[config.mk]
export PLATFORM = sky130hd
export DESIGN_NAME = audio_serial_rx
export DESIGN_NICKNAME = d
export VERILOG_FILES = /design/src/hdl/audio_serial_rx.v
export VERILOG_INCLUDE_DIRS = /design/src /design/src/hdl
export SDC_FILE = /design/constraint.sdc
export NUM_CORES = 2
export LEC_CHECK = 0
export BUFFER_PORTS_ARGS = -buffer_cell sky130_fd_sc_hd__buf_2
export CORE_MARGIN = 2
export CORE_UTILIZATION = 70
export CTS_BUF_LIST = sky130_fd_sc_hd__clkbuf_8
export DETAILED_ROUTE_END_ITERATION = 8
export PLACE_DENSITY = 0.88
export SLEW_MARGIN = 20
export SYNTH_ARGS = -nofsm -noshare
export SYNTH_HDL_FRONTEND = slang
export SYNTH_SLANG_ARGS = --single-unit
export TNS_END_PERCENT = 100
[constraint.sdc]
create_clock -name pclk -period 50 [get_ports pclk]
set_input_delay 2.5 -clock pclk [delete_from_list [all_inputs] [get_ports pclk]]
set_output_delay 2.5 -clock pclk [all_outputs]
set_load 0.005 [all_outputs]
[src/hdl/audio_rx_defines.vh]
// Constants for the serial audio input port with power sequencing.
// Assumes a 20 MHz APB clock that also serves as the system clock.
`ifndef AUDIO_RX_DEFINES_VH
`define AUDIO_RX_DEFINES_VH

// Printed register indexes; byte address is four times the index
`define IDX_FORMAT 6'd3
`define IDX_POWER 6'd4
`define IDX_STATUS 6'd5

`define FORMAT_RESET 8'h00
`define POWER_RESET 8'h00
`define FMT_FIELD_MSB 2
`define SOFT_PD_BIT 0

// Digital reset hold after power-up request, in system clock cycles
`define HOLD_CYCLES 11'd1024
`define HOLD_LAST 10'd1023
// Output ramp length in sample periods
`define RAMP_SAMPLES 14'd9334
// Allowed frame length drift in bit clocks
`define SYNC_TOL 8'd3

// Format kinds in a table entry
`define KIND_RJ 2'd0
`define KIND_I2S 2'd1
`define KIND_LJ 2'd2
// Word length codes in a table entry
`define LEN_16 2'd0
`define LEN_20 2'd1
`define LEN_24 2'd2

// Entry = {master, kind[1:0], len[1:0]}, entry 0 in the low bits
`define FMT_TABLE {5'h05, 5'h1a, 5'h04, 5'h00, 5'h01, 5'h02, 5'h06, 5'h0a}

// Master clock divider: 4 system clocks per bit, 64 bits per frame
`define MDIV_BCK_BIT 1
`define MDIV_WS_BIT 7

`endif

[src/hdl/audio_serial_rx.v]
// Serial audio input port with power-on/off ramp and APB mode registers.
// Assumes pclk is the system clock; link pins arrive unsynchronised.
// Operation
// - Hold digital reset 1024 clocks after power-up.
// - Ramp outputs up over 9334 samples.
// - Pin low first, then ramp down 9334.
// - Soft power-down bit 0 of register 4.
// - Soft and pin power share ramping.
// - Pin power cycle resets mode registers too.
// - Soft power cycle keeps mode registers.
// - Sample data on bit clock rising edge.
// - Latch finished word on word-select edge.
// - Master drives both clocks, slave receives.
// - Master makes 64 fs bit, fs word.
// - Master only left-justified, 64 and 256.
// - Any word-select phase, but kept synchronous.
// - Drift over 3 bits halts, holds output.
// - Standard, I2S 16/20/24 bits; left-justified 24 bits.
// - Reset default 24-bit left-justified slave.
// - Samples are two's complement, MSB first.
// - I2S: select low left, high right.
// - Left-justified: select high left, low right.
// - Pin low powers down, defaults registers.
//
// The register offsets and the APB register port are this design's own decisions.
`include "audio_rx_defines.vh"
`timescale 1ns/1ns
`default_nettype none

module audio_serial_rx #(
	parameter [39:0] FMT_TABLE = `FMT_TABLE
) (
	input wire pclk,
	input wire presetn,
	input wire [7:0] paddr,
	input wire psel,
	input wire penable,
	input wire pwrite,
	input wire [31:0] pwdata,
	output reg [31:0] prdata,
	output reg pready,
	output reg pslverr,
	input wire power_down_n,
	input wire serial_bit_clock_pin,
	output reg serial_bit_clock_drv,
	output reg serial_bit_clock_oe,
	input wire word_select_clock_pin,
	output reg word_select_clock_drv,
	output reg word_select_clock_oe,
	input wire serial_data_pin,
	output reg [23:0] left_headphone_out,
	output reg [23:0] right_headphone_out
);

	localparam [2:0] ST_OFF = 3'd0;
	localparam [2:0] ST_HOLD = 3'd1;
	localparam [2:0] ST_UP = 3'd2;
	localparam [2:0] ST_ON = 3'd3;
	localparam [2:0] ST_DOWN = 3'd4;

	reg [7:0] format_q;
	reg [7:0] power_q;
	reg [2:0] state_q;
	reg [9:0] hold_q;
	reg [13:0] ramp_q;
	reg [1:0] pd_sync_q;
	reg [2:0] bck_sync_q;
	reg [2:0] ws_sync_q;
	reg [1:0] dat_sync_q;
	reg [7:0] mdiv_q;
	reg [23:0] shift_q;
	reg [6:0] bitpos_q;
	reg [7:0] frame_bits_q;
	reg [7:0] prev_bits_q;
	reg prev_valid_q;
	reg sync_lost_q;
	reg [23:0] left_q;
	reg [23:0] right_q;

	wire pin_up = pd_sync_q[1];
	wire soft_pd = power_q[`SOFT_PD_BIT];
	// Either source asks for power-down; both share one ramp sequencer
	wire pd_req = ~pin_up | soft_pd;
	wire dig_clr = (state_q == ST_OFF) || (state_q == ST_HOLD);

	wire [2:0] fmt_sel = format_q[`FMT_FIELD_MSB:0];
	wire [39:0] ent_sh = FMT_TABLE >> (fmt_sel * 6'd5);
	wire is_master = ent_sh[4];
	// Master operation is restricted to left-justified framing
	wire [1:0] kind = is_master ? `KIND_LJ : ent_sh[3:2];
	wire [1:0] len_code = ent_sh[1:0];
	wire [6:0] word_len = (len_code == `LEN_16) ? 7'd16 : ((len_code == `LEN_20) ? 7'd20 : 7'd24);

	// APB slave, zero wait states
	wire setup = psel & ~penable;
	wire wr_ok = psel & penable & pready & pwrite;
	reg hit;
	reg [31:0] rd_mux;
	always @*
	begin
		hit = 1'b1;
		rd_mux = 32'h0000_0000;
		if (paddr[7:2] == `IDX_FORMAT)
			rd_mux = {24'h00_0000, format_q};
		else if (paddr[7:2] == `IDX_POWER)
			rd_mux = {24'h00_0000, power_q};
		else if (paddr[7:2] == `IDX_STATUS)
			rd_mux = {2'b00, ramp_q, 11'h000, is_master, sync_lost_q, state_q};
		else
			hit = 1'b0;
	end

	always @(posedge pclk or negedge presetn)
	begin
		if (!presetn)
		begin
			pready <= 1'b0;
			pslverr <= 1'b0;
			prdata <= 32'h0000_0000;
		end
		else
		begin
			pready <= setup;
			pslverr <= setup & ~hit;
			if (setup)
				prdata <= (hit && !pwrite) ? rd_mux : 32'h0000_0000;
		end
	end

	// Mode registers: pin power-down returns them to defaults, soft does not
	always @(posedge pclk or negedge presetn)
	begin
		if (!presetn)
		begin
			format_q <= `FORMAT_RESET;
			power_q <= `POWER_RESET;
		end
		else if (!pin_up)
		begin
			format_q <= `FORMAT_RESET;
			power_q <= `POWER_RESET;
		end
		else if (wr_ok && hit)
		begin
			if (paddr[7:2] == `IDX_FORMAT)
				format_q <= pwdata[7:0];
			else if (paddr[7:2] == `IDX_POWER)
				power_q <= pwdata[7:0];
		end
	end

	// Power sequencer
	wire frame_tick;
	always @(posedge pclk or negedge presetn)
	begin
		if (!presetn)
		begin
			state_q <= ST_OFF;
			hold_q <= 10'd0;
			ramp_q <= 14'd0;
		end
		else
		begin
			case (state_q)
				ST_OFF:
				begin
					hold_q <= 10'd0;
					ramp_q <= 14'd0;
					if (!pd_req)
						state_q <= ST_HOLD;
				end
				ST_HOLD:
				begin
					hold_q <= hold_q + 10'd1;
					if (pd_req)
						state_q <= ST_OFF;
					else if (hold_q == `HOLD_LAST)
						state_q <= ST_UP;
				end
				ST_UP:
				begin
					if (pd_req)
						state_q <= ST_DOWN;
					else if (ramp_q == `RAMP_SAMPLES)
						state_q <= ST_ON;
					else if (frame_tick)
						ramp_q <= ramp_q + 14'd1;
				end
				ST_ON:
				begin
					if (pd_req)
						state_q <= ST_DOWN;
				end
				ST_DOWN:
				begin
					if (!pd_req)
						state_q <= ST_UP;
					else if (ramp_q == 14'd0)
						state_q <= ST_OFF;
					else if (frame_tick)
						ramp_q <= ramp_q - 14'd1;
				end
				default:
				begin
					state_q <= ST_OFF;
				end
			endcase
		end
	end

	// Master clock divider: 256 system clocks per frame
	always @(posedge pclk or negedge presetn)
	begin
		if (!presetn)
			mdiv_q <= 8'h00;
		else if (dig_clr || !is_master)
			mdiv_q <= 8'h00;
		else
			mdiv_q <= mdiv_q + 8'h01;
	end

	always @(posedge pclk or negedge presetn)
	begin
		if (!presetn)
		begin
			serial_bit_clock_drv <= 1'b0;
			serial_bit_clock_oe <= 1'b0;
			word_select_clock_drv <= 1'b0;
			word_select_clock_oe <= 1'b0;
		end
		else
		begin
			serial_bit_clock_oe <= is_master;
			word_select_clock_oe <= is_master;
			serial_bit_clock_drv <= is_master & mdiv_q[`MDIV_BCK_BIT];
			// Left half first, select high for left
			word_select_clock_drv <= is_master & ~mdiv_q[`MDIV_WS_BIT];
		end
	end

	// In master mode our own clocks go through the same synchroniser as data
	wire bck_lvl = is_master ? serial_bit_clock_drv : serial_bit_clock_pin;
	wire ws_lvl = is_master ? word_select_clock_drv : word_select_clock_pin;

	always @(posedge pclk or negedge presetn)
	begin
		if (!presetn)
		begin
			pd_sync_q <= 2'b00;
			bck_sync_q <= 3'b000;
			ws_sync_q <= 3'b000;
			dat_sync_q <= 2'b00;
		end
		else
		begin
			pd_sync_q <= {pd_sync_q[0], power_down_n};
			bck_sync_q <= {bck_sync_q[1:0], bck_lvl};
			ws_sync_q <= {ws_sync_q[1:0], ws_lvl};
			dat_sync_q <= {dat_sync_q[0], serial_data_pin};
		end
	end

	// Slave timing relies on the far end keeping its clocks in ratio
	wire bck_rise = bck_sync_q[1] & ~bck_sync_q[2];
	wire ws_edge = ws_sync_q[1] ^ ws_sync_q[2];
	wire ws_rise = ws_sync_q[1] & ~ws_sync_q[2];
	wire ws_prev = ws_sync_q[2];
	assign frame_tick = ws_rise & ~sync_lost_q;

	// Which bit positions of a half frame feed the word
	wire [6:0] first_bit = (kind == `KIND_I2S) ? 7'd1 : 7'd0;
	wire [6:0] end_bit = first_bit + word_len;
	wire take_bit = (kind == `KIND_RJ) || ((bitpos_q >= first_bit) && (bitpos_q < end_bit));

	always @(posedge pclk or negedge presetn)
	begin
		if (!presetn)
		begin
			shift_q <= 24'h00_0000;
			bitpos_q <= 7'd0;
		end
		else if (dig_clr)
		begin
			shift_q <= 24'h00_0000;
			bitpos_q <= 7'd0;
		end
		else if (ws_edge)
		begin
			bitpos_q <= 7'd0;
		end
		else if (bck_rise)
		begin
			// MSB first: older bits move up
			if (take_bit)
				shift_q <= {shift_q[22:0], dat_sync_q[1]};
			if (bitpos_q != 7'h7f)
				bitpos_q <= bitpos_q + 7'd1;
		end
	end

	// Word aligned to 24 bits; the low bits hold the last word_len bits
	wire [23:0] word = (len_code == `LEN_16) ? {shift_q[15:0], 8'h00} :
		((len_code == `LEN_20) ? {shift_q[19:0], 4'h0} : shift_q);
	// Channel of the half frame that just ended
	wire was_left = (kind == `KIND_I2S) ? ~ws_prev : ws_prev;

	always @(posedge pclk or negedge presetn)
	begin
		if (!presetn)
		begin
			left_q <= 24'h00_0000;
			right_q <= 24'h00_0000;
		end
		else if (dig_clr)
		begin
			left_q <= 24'h00_0000;
			right_q <= 24'h00_0000;
		end
		else if (ws_edge && !sync_lost_q)
		begin
			if (was_left)
				left_q <= word;
			else
				right_q <= word;
		end
	end

	// Frame length watch: bit clocks between select rising edges
	wire [7:0] diff = (frame_bits_q > prev_bits_q) ? frame_bits_q - prev_bits_q : prev_bits_q - frame_bits_q;
	always @(posedge pclk or negedge presetn)
	begin
		if (!presetn)
		begin
			frame_bits_q <= 8'h00;
			prev_bits_q <= 8'h00;
			prev_valid_q <= 1'b0;
			sync_lost_q <= 1'b0;
		end
		else if (dig_clr)
		begin
			frame_bits_q <= 8'h00;
			prev_bits_q <= 8'h00;
			prev_valid_q <= 1'b0;
			sync_lost_q <= 1'b0;
		end
		else if (ws_rise)
		begin
			frame_bits_q <= bck_rise ? 8'h01 : 8'h00;
			prev_bits_q <= frame_bits_q;
			prev_valid_q <= 1'b1;
			// Decided at every frame end, so a halt starts within one sample
			if (prev_valid_q)
				sync_lost_q <= diff > `SYNC_TOL;
		end
		else if (bck_rise && frame_bits_q != 8'hff)
		begin
			frame_bits_q <= frame_bits_q + 8'h01;
		end
	end

	// Ramp gain is ramp_q / RAMP_SAMPLES; exact unity once the ramp ends
	wire signed [38:0] ramp_div = $signed({25'd0, `RAMP_SAMPLES});
	wire signed [38:0] gain = $signed({25'd0, ramp_q});
	wire signed [38:0] prod_l = $signed({{15{left_q[23]}}, left_q}) * gain;
	wire signed [38:0] prod_r = $signed({{15{right_q[23]}}, right_q}) * gain;
	wire signed [38:0] quot_l = prod_l / ramp_div;
	wire signed [38:0] quot_r = prod_r / ramp_div;

	always @(posedge pclk or negedge presetn)
	begin
		if (!presetn)
		begin
			left_headphone_out <= 24'h00_0000;
			right_headphone_out <= 24'h00_0000;
		end
		else if (state_q == ST_OFF || state_q == ST_HOLD)
		begin
			left_headphone_out <= 24'h00_0000;
			right_headphone_out <= 24'h00_0000;
		end
		else if (!sync_lost_q)
		begin
			left_headphone_out <= quot_l[23:0];
			right_headphone_out <= quot_r[23:0];
		end
	end

endmodule // audio_serial_rx

`default_nettype wire

# After elaboration in Yosys (flattened, before gate mapping)
# Cells that the tools add are included.
# word_totals
in_bits	49
ff_bits	243
# op_classes
bitwise	19
n_eq_ne	31
n_reduce_logical	35
n_lt_le_gt_ge	4
div	2
shift	1
mul	3
mux	71
add_sub_neg	9
# ops
op	count
$mux W24	16
$mux W8	14
$mux W32	3
$mux W14	6
$div A39 B15 Y39 const B	2
$mul A24 B15 Y39	2
$pmux W14 S3	1
$shr A38 B6 Y5 const A	1
$mux W30	1
$mux W7	4
$mux W3	8
$ne A2 B2 Y1 const B	11
$pmux W10 S2	1
$add A8 B1 Y8 const B	2
$sub A8 B8 Y8	2
$pmux W3 S5	1
$add A14 B1 Y14 const B	1
$eq A14 B14 Y1 const B	1
$logic_not A14 Y1	1
$reduce_bool A2 Y1	7
$sub A14 B1 Y14 const B	1
$mux W1	13
$eq A6 B3 Y1 const B	2
$reduce_bool A3 Y1	4
other kinds (33)	70

# Logic depth before layout (Yosys ltp)
# depth
ltp_word	13
mapped_depth	143

# Worst setup path after synthesis
# Ideal clock, no wire load.
# synth_path
kind	flip-flop to flip-flop
start	register ramp_q[0]
end	register right_headphone_out[22]
setup_ns	0.078
n_path_buf	18
slack_ns	18.494
stages_incl_launch_ff	130
period_less_slack_ns	31.506
arrival_ns	31.428
path_cell_list	dfrtp_1 -> clkbuf_1 -> clkbuf_1 -> nand2_1 -> fa_1 -> fa_1 -> inv_1 -> fa_1 -> fa_1 -> fa_1 -> inv_1 -> fa_1 -> inv_1 -> ha_1 -> clkbuf_1 -> a21oi_1 -> o21ai_0 -> a211o_1 -> [94 not listed] -> and3_4 -> nor4_1 -> and3b_1 -> buf_4 -> a21o_1 -> buf_6 -> o21ai_2 -> a21oi_1 -> o31ai_2 -> and3_4 -> ha_1 -> and3_1 -> and2_1 -> nand2_1 -> o41ai_1 -> xnor2_1 -> nand2_1 -> a21oi_1
# synth_via
elab_chain_cells	4
# synth_rtl
item	line_no	text
start: declaration	audio_serial_rx.v:65	reg [13:0] ramp_q;
start signal: assignment	audio_serial_rx.v:187	ramp_q <= ramp_q + 14'd1;
start signal: assignment	audio_serial_rx.v:201	ramp_q <= ramp_q - 14'd1;
$mul A24 B15 Y39	audio_serial_rx.v:365	wire signed [38:0] prod_r = $signed({{15{right_q[23]}}, right_q}) * gain;
$div A39 B15 Y39	audio_serial_rx.v:367	wire signed [38:0] quot_r = prod_r / ramp_div;
$mux W24	audio_serial_rx.v:381	else if (!sync_lost_q)
$mux W24	audio_serial_rx.v:376	else if (state_q == ST_OFF || state_q == ST_HOLD)
end signal: assignment	audio_serial_rx.v:384	right_headphone_out <= quot_r[23:0];
end: declaration	audio_serial_rx.v:52	output reg [23:0] right_headphone_out
# Every way passes these cells. The select of a mux whose other input is x is not followed.
# A chain may end at the register's enable or synchronous reset.

# Worst setup path in the final report
# layout_path
start	register ramp_q[0]
end	register left_headphone_out[16]
# layout_via
elab_chain_cells	4
# layout_rtl
item	line_no	text
$mul A24 B15 Y39	audio_serial_rx.v:364	wire signed [38:0] prod_l = $signed({{15{left_q[23]}}, left_q}) * gain;
$div A39 B15 Y39	audio_serial_rx.v:366	wire signed [38:0] quot_l = prod_l / ramp_div;
$mux W24	audio_serial_rx.v:381	
$mux W24	audio_serial_rx.v:376	
end signal: assignment	audio_serial_rx.v:383	left_headphone_out <= quot_l[23:0];
end: declaration	audio_serial_rx.v:51	output reg [23:0] left_headphone_out,
# Every way passes these cells. The select of a mux whose other input is x is not followed.

==> results.txt <==
The initial detailed-routing violation count is 7802. The initial core utilization came out at a little over two thirds. The fraction of registers with async set/reset is 100%. Max-cap violations in this run came to 0. The critical path data arrival time is 43.71 ns.

The H-tree was split into 2 levels. The met3 track utilization from global routing came out at 5.56%. The count of nets after finishing came out at about 9900. The number of clock sinks came out at approximately 230.

The first global-routing pass estimated between 300000 and 400000 um of wire. The maximum single-stage delay on the critical path is between 1 and 1.5 ns. Timing would allow up to approximately 0.023 GHz.

The primary flip-flop cell chosen by synthesis mapping is sky130_fd_sc_hd__dfrtp_1. Setup repair after global routing left no endpoint under its margin. In the routed design, unresolved DRC markers number 0.

met2 is the most crowded layer. After layout, the worst setup slack is between 6 and 7 ns. Post-CTS repair changed the size of 0 cells. The worst setup path is launched from a flop. The setup-violating endpoint count in the final report came out at 0. The remaining number of nets flagged by the antenna check after routing is 0. The total power per unit cell area is 5.91 nW/um2. The flow ran to the end, and the final reports show no timing, DRC or antenna violations. The critical path is of the flop to flop type. IR analysis of the VDD net gives a maximum drop of ~0.028 mV. Counting flops with a built-in enable in the synthesized netlist gives 0. Of the synthesized area, sequential elements account for between 7 and 8%. The clock tree skew after final layout came out at roughly 0.1 ns. In the global route stage, met2 resource usage came out at between 60% and 70%. The final core utilization is between 70% and 80%. The share of the cycle needed by the critical path after routing is a little under nine tenths. By area the synthesized netlist is led by sky130_fd_sc_hd__fa_1, sky130_fd_sc_hd__dfrtp_1, sky130_fd_sc_hd__nand2_1, sky130_fd_sc_hd__xnor2_1, sky130_fd_sc_hd__inv_1. Sorting the synthesized cells by how often they occur yields sky130_fd_sc_hd__nand2_1, sky130_fd_sc_hd__inv_1, sky130_fd_sc_hd__nor2_1. Cells with a size suffix above 1 make up between 10% and 20% of the layout.

The area growth from synthesis to final layout is 1.75%. The routed via count came out at between 70000 and 80000. The number of buffers on the longest clock path came out at 3. The final hold violation count is 0. Wires add up to approximately 210000 um.

The cell sitting at the root of the clock tree is a sky130_fd_sc_hd__clkbuf_8. The yosys synthesis warning count is 0. The standard cell with the maximum stage delay on the critical path is sky130_fd_sc_hd__a2111oi_1.

The met1 track demand over resource in global routing is 49.9%. The static power due to leakage came out at 32.5 nW. The detailed-routing iteration count for the pre-antenna-repair pass is 8. The total routing usage reported by global routing came out at between 30% and 40%.

The total of buffers placed on input and output ports came out at just under 100. The path class of the tightest hold or removal check is flop to flop. The HPWL after detailed placement came out at between 150000 and 200000 um. By instance count, the leading cell after synthesis is sky130_fd_sc_hd__nand2_1. The top cell type by area accounts for 17.3% of the synthesized area. The number of standard cells after synthesis came out at 9201.

In the final timing run, aggregate negative setup slack is 0 ns. TritonCTS built the clock tree. The top-level port count came out at 135. The overall overflow remaining after global route came out at 0. The worst setup path is captured at a flop. The CTS buffer count came out at 45. After detailed routing, the average wire length per cell comes to around 20 um. The floorplan die width is ~330 um. The count of different cell masters after synthesis came out at approximately 220. The core area came out at ~100000 um2. The actual transition at the worst max-transition pin is about 1.3 ns. At the worst endpoint, the required time is 50.53 ns. The library cell with the largest summed area after synthesis is sky130_fd_sc_hd__fa_1. The critical-path maximum fanout came out at 42. The number of antenna violations at the first check in global routing is 5. The vertical extent of the die came out at ~330 um. Entering global routing, the biggest net connects just under 100 pins. The final weighted congestion in routability-driven placement came out at between 1 and 1.5. The smallest clock period supported by the final layout is computed as between 40 and 50 ns.

The via count of the first global-routing pass came out at ~70000. The die covers 107000 um2. The relative max-transition margin is a little over an eighth. The number of placement rows is approximately 120. The post-synthesis register bit count came out at roughly 230. Each instance of the synthesized netlist takes up on average between 7 and 8 um2. In this design, the critical path's most frequently occurring cell is sky130_fd_sc_hd__nor2_1. The count of hold buffers inserted by post-cts repair came out at 0. The worst slack after detailed placement is between 8 and 9 ns. The area of the mapped netlist is 73000 um2. The clock input transition at the sequential cells of the worst setup and hold paths is 0.06 ns. The per-cell via count in the routed design is roughly 6.8. The buffer count from post-CTS setup fixing is 0. Clock latency on the worst-skew pair, taken at its later pin, is ~0.75 ns.

The number of pins exceeding their max-slew limit in the final report came out at 0.
## final cells by class
class / count / area [um2]
inverter: 885 / 3320
antenna: 2 / 5.00
tap: 1380 / 1730
fill: 8067 / 29300
clock inverter: 33 / 380
clock buffer: 50 / 688
timing repair buffer: 169 / 1030
multi-input combinational: 7657 / 61200
sequential: 233 / 5840
## logic make-up after synthesis
kind of cell,Yosys count,share of synthesized area (%)
other cells,1,0.00514
compound gates,2526,26.5
xor+xnor,614,7.92
fa+ha+maj,875,21.4
buf+inv,1320,8.19
mux,262,3.87
flops,233,7.99
simple gates,3370,24.1
## layer usage
metal  share of wire (%)  routed length [um]
met2                  47               98300
met1                  40               84100
met5               0.026                  54
met4                 4.5                9310
met3                 8.3               17400
## worst paths after layout
check | start | endpoint | slack (ns) | depth (start not counted)
worst max-delay path | ramp_q[0] | left_headphone_out[16] | 6.82 | 118
worst min-delay path | ws_sync_q[0] | ws_sync_q[1] | 0.35 | 0
worst max register to register | ramp_q[0] | left_headphone_out[16] | 6.82 | 118
worst min register to register | ws_sync_q[0] | ws_sync_q[1] | 0.35 | 0
max in group asynchronous | presetn | ramp_q[8] | 45.72 | 3
min in group asynchronous | presetn | right_headphone_out[4] | 1.83 | 1
## flip-flops by register name, summed over array words and instances, names as in the netlist, 10 cells and up
name / flops
right_q: 24
shift_q: 24
right_headphone_out: 24
prdata: 22
left_q: 24
hold_q: 10
ramp_q: 14
left_headphone_out: 24
## critical path, delay by kind of cell, from the launching register on
kind                       cells  cell delay [ns]
AOI/OAI and AO/OA             59            22.12
and+or+nand+nor               29             9.39
xor gates and xnor gates       6             3.18
muxes                          5             2.66
DFF                            1             0.56
buffers and inverters         10             1.31
adders and majority gates      9             3.72
## where the power goes
group / internal, mW / switching, mW / total [mW]
clock network: 0.135 / 0.104 / 0.239
registers: 0.189 / 0.000978 / 0.190
logic: 0.00257 / 0.00757 / 0.0102
total: 0.327 / 0.112 / 0.439
## stage by stage
step                      hold WS [ns]  power, mW  cell area [um2]  instances
after global routing             0.358      0.450            74200      10400
after detailed placement         0.336      0.204            73200      10300
after CTS                        0.348      0.441            74200      10400
final                            0.348      0.439            74200      10400
after floorplan                  0.331      0.197            73000       9210
after global placement           0.338      0.204            73200      10300
## placed cells by master, fill, tap and decap left out, types with 34 or more instances in the layout
cell type,count
sky130_fd_sc_hd__a211oi_1,91
sky130_fd_sc_hd__a21o_1,108
sky130_fd_sc_hd__a21oi_1,503
sky130_fd_sc_hd__a22o_1,41
sky130_fd_sc_hd__a22oi_1,43
sky130_fd_sc_hd__a31oi_1,109
sky130_fd_sc_hd__and2_1,501
sky130_fd_sc_hd__and3_1,56
sky130_fd_sc_hd__buf_2,97
sky130_fd_sc_hd__buf_4,71
sky130_fd_sc_hd__clkbuf_8,50
sky130_fd_sc_hd__dfrtp_1,228
sky130_fd_sc_hd__fa_1,631
sky130_fd_sc_hd__ha_1,221
sky130_fd_sc_hd__inv_1,891
sky130_fd_sc_hd__mux2_2,65
sky130_fd_sc_hd__mux2i_1,170
sky130_fd_sc_hd__nand2_1,1011
sky130_fd_sc_hd__nand2b_1,42
sky130_fd_sc_hd__nand3_1,224
sky130_fd_sc_hd__nand4_1,101
sky130_fd_sc_hd__nor2_1,642
sky130_fd_sc_hd__nor2b_1,49
sky130_fd_sc_hd__nor3_1,208
sky130_fd_sc_hd__nor4_1,58
sky130_fd_sc_hd__o211ai_1,98
sky130_fd_sc_hd__o21a_1,66
sky130_fd_sc_hd__o21ai_0,357
sky130_fd_sc_hd__o21ai_1,100
sky130_fd_sc_hd__o21ai_2,34
sky130_fd_sc_hd__o22ai_1,54
sky130_fd_sc_hd__o31ai_1,63
sky130_fd_sc_hd__or2_2,38
sky130_fd_sc_hd__or3_1,59
sky130_fd_sc_hd__xnor2_1,424
sky130_fd_sc_hd__xor2_1,151
Note: power is estimated with default switching activity, not from simulation.
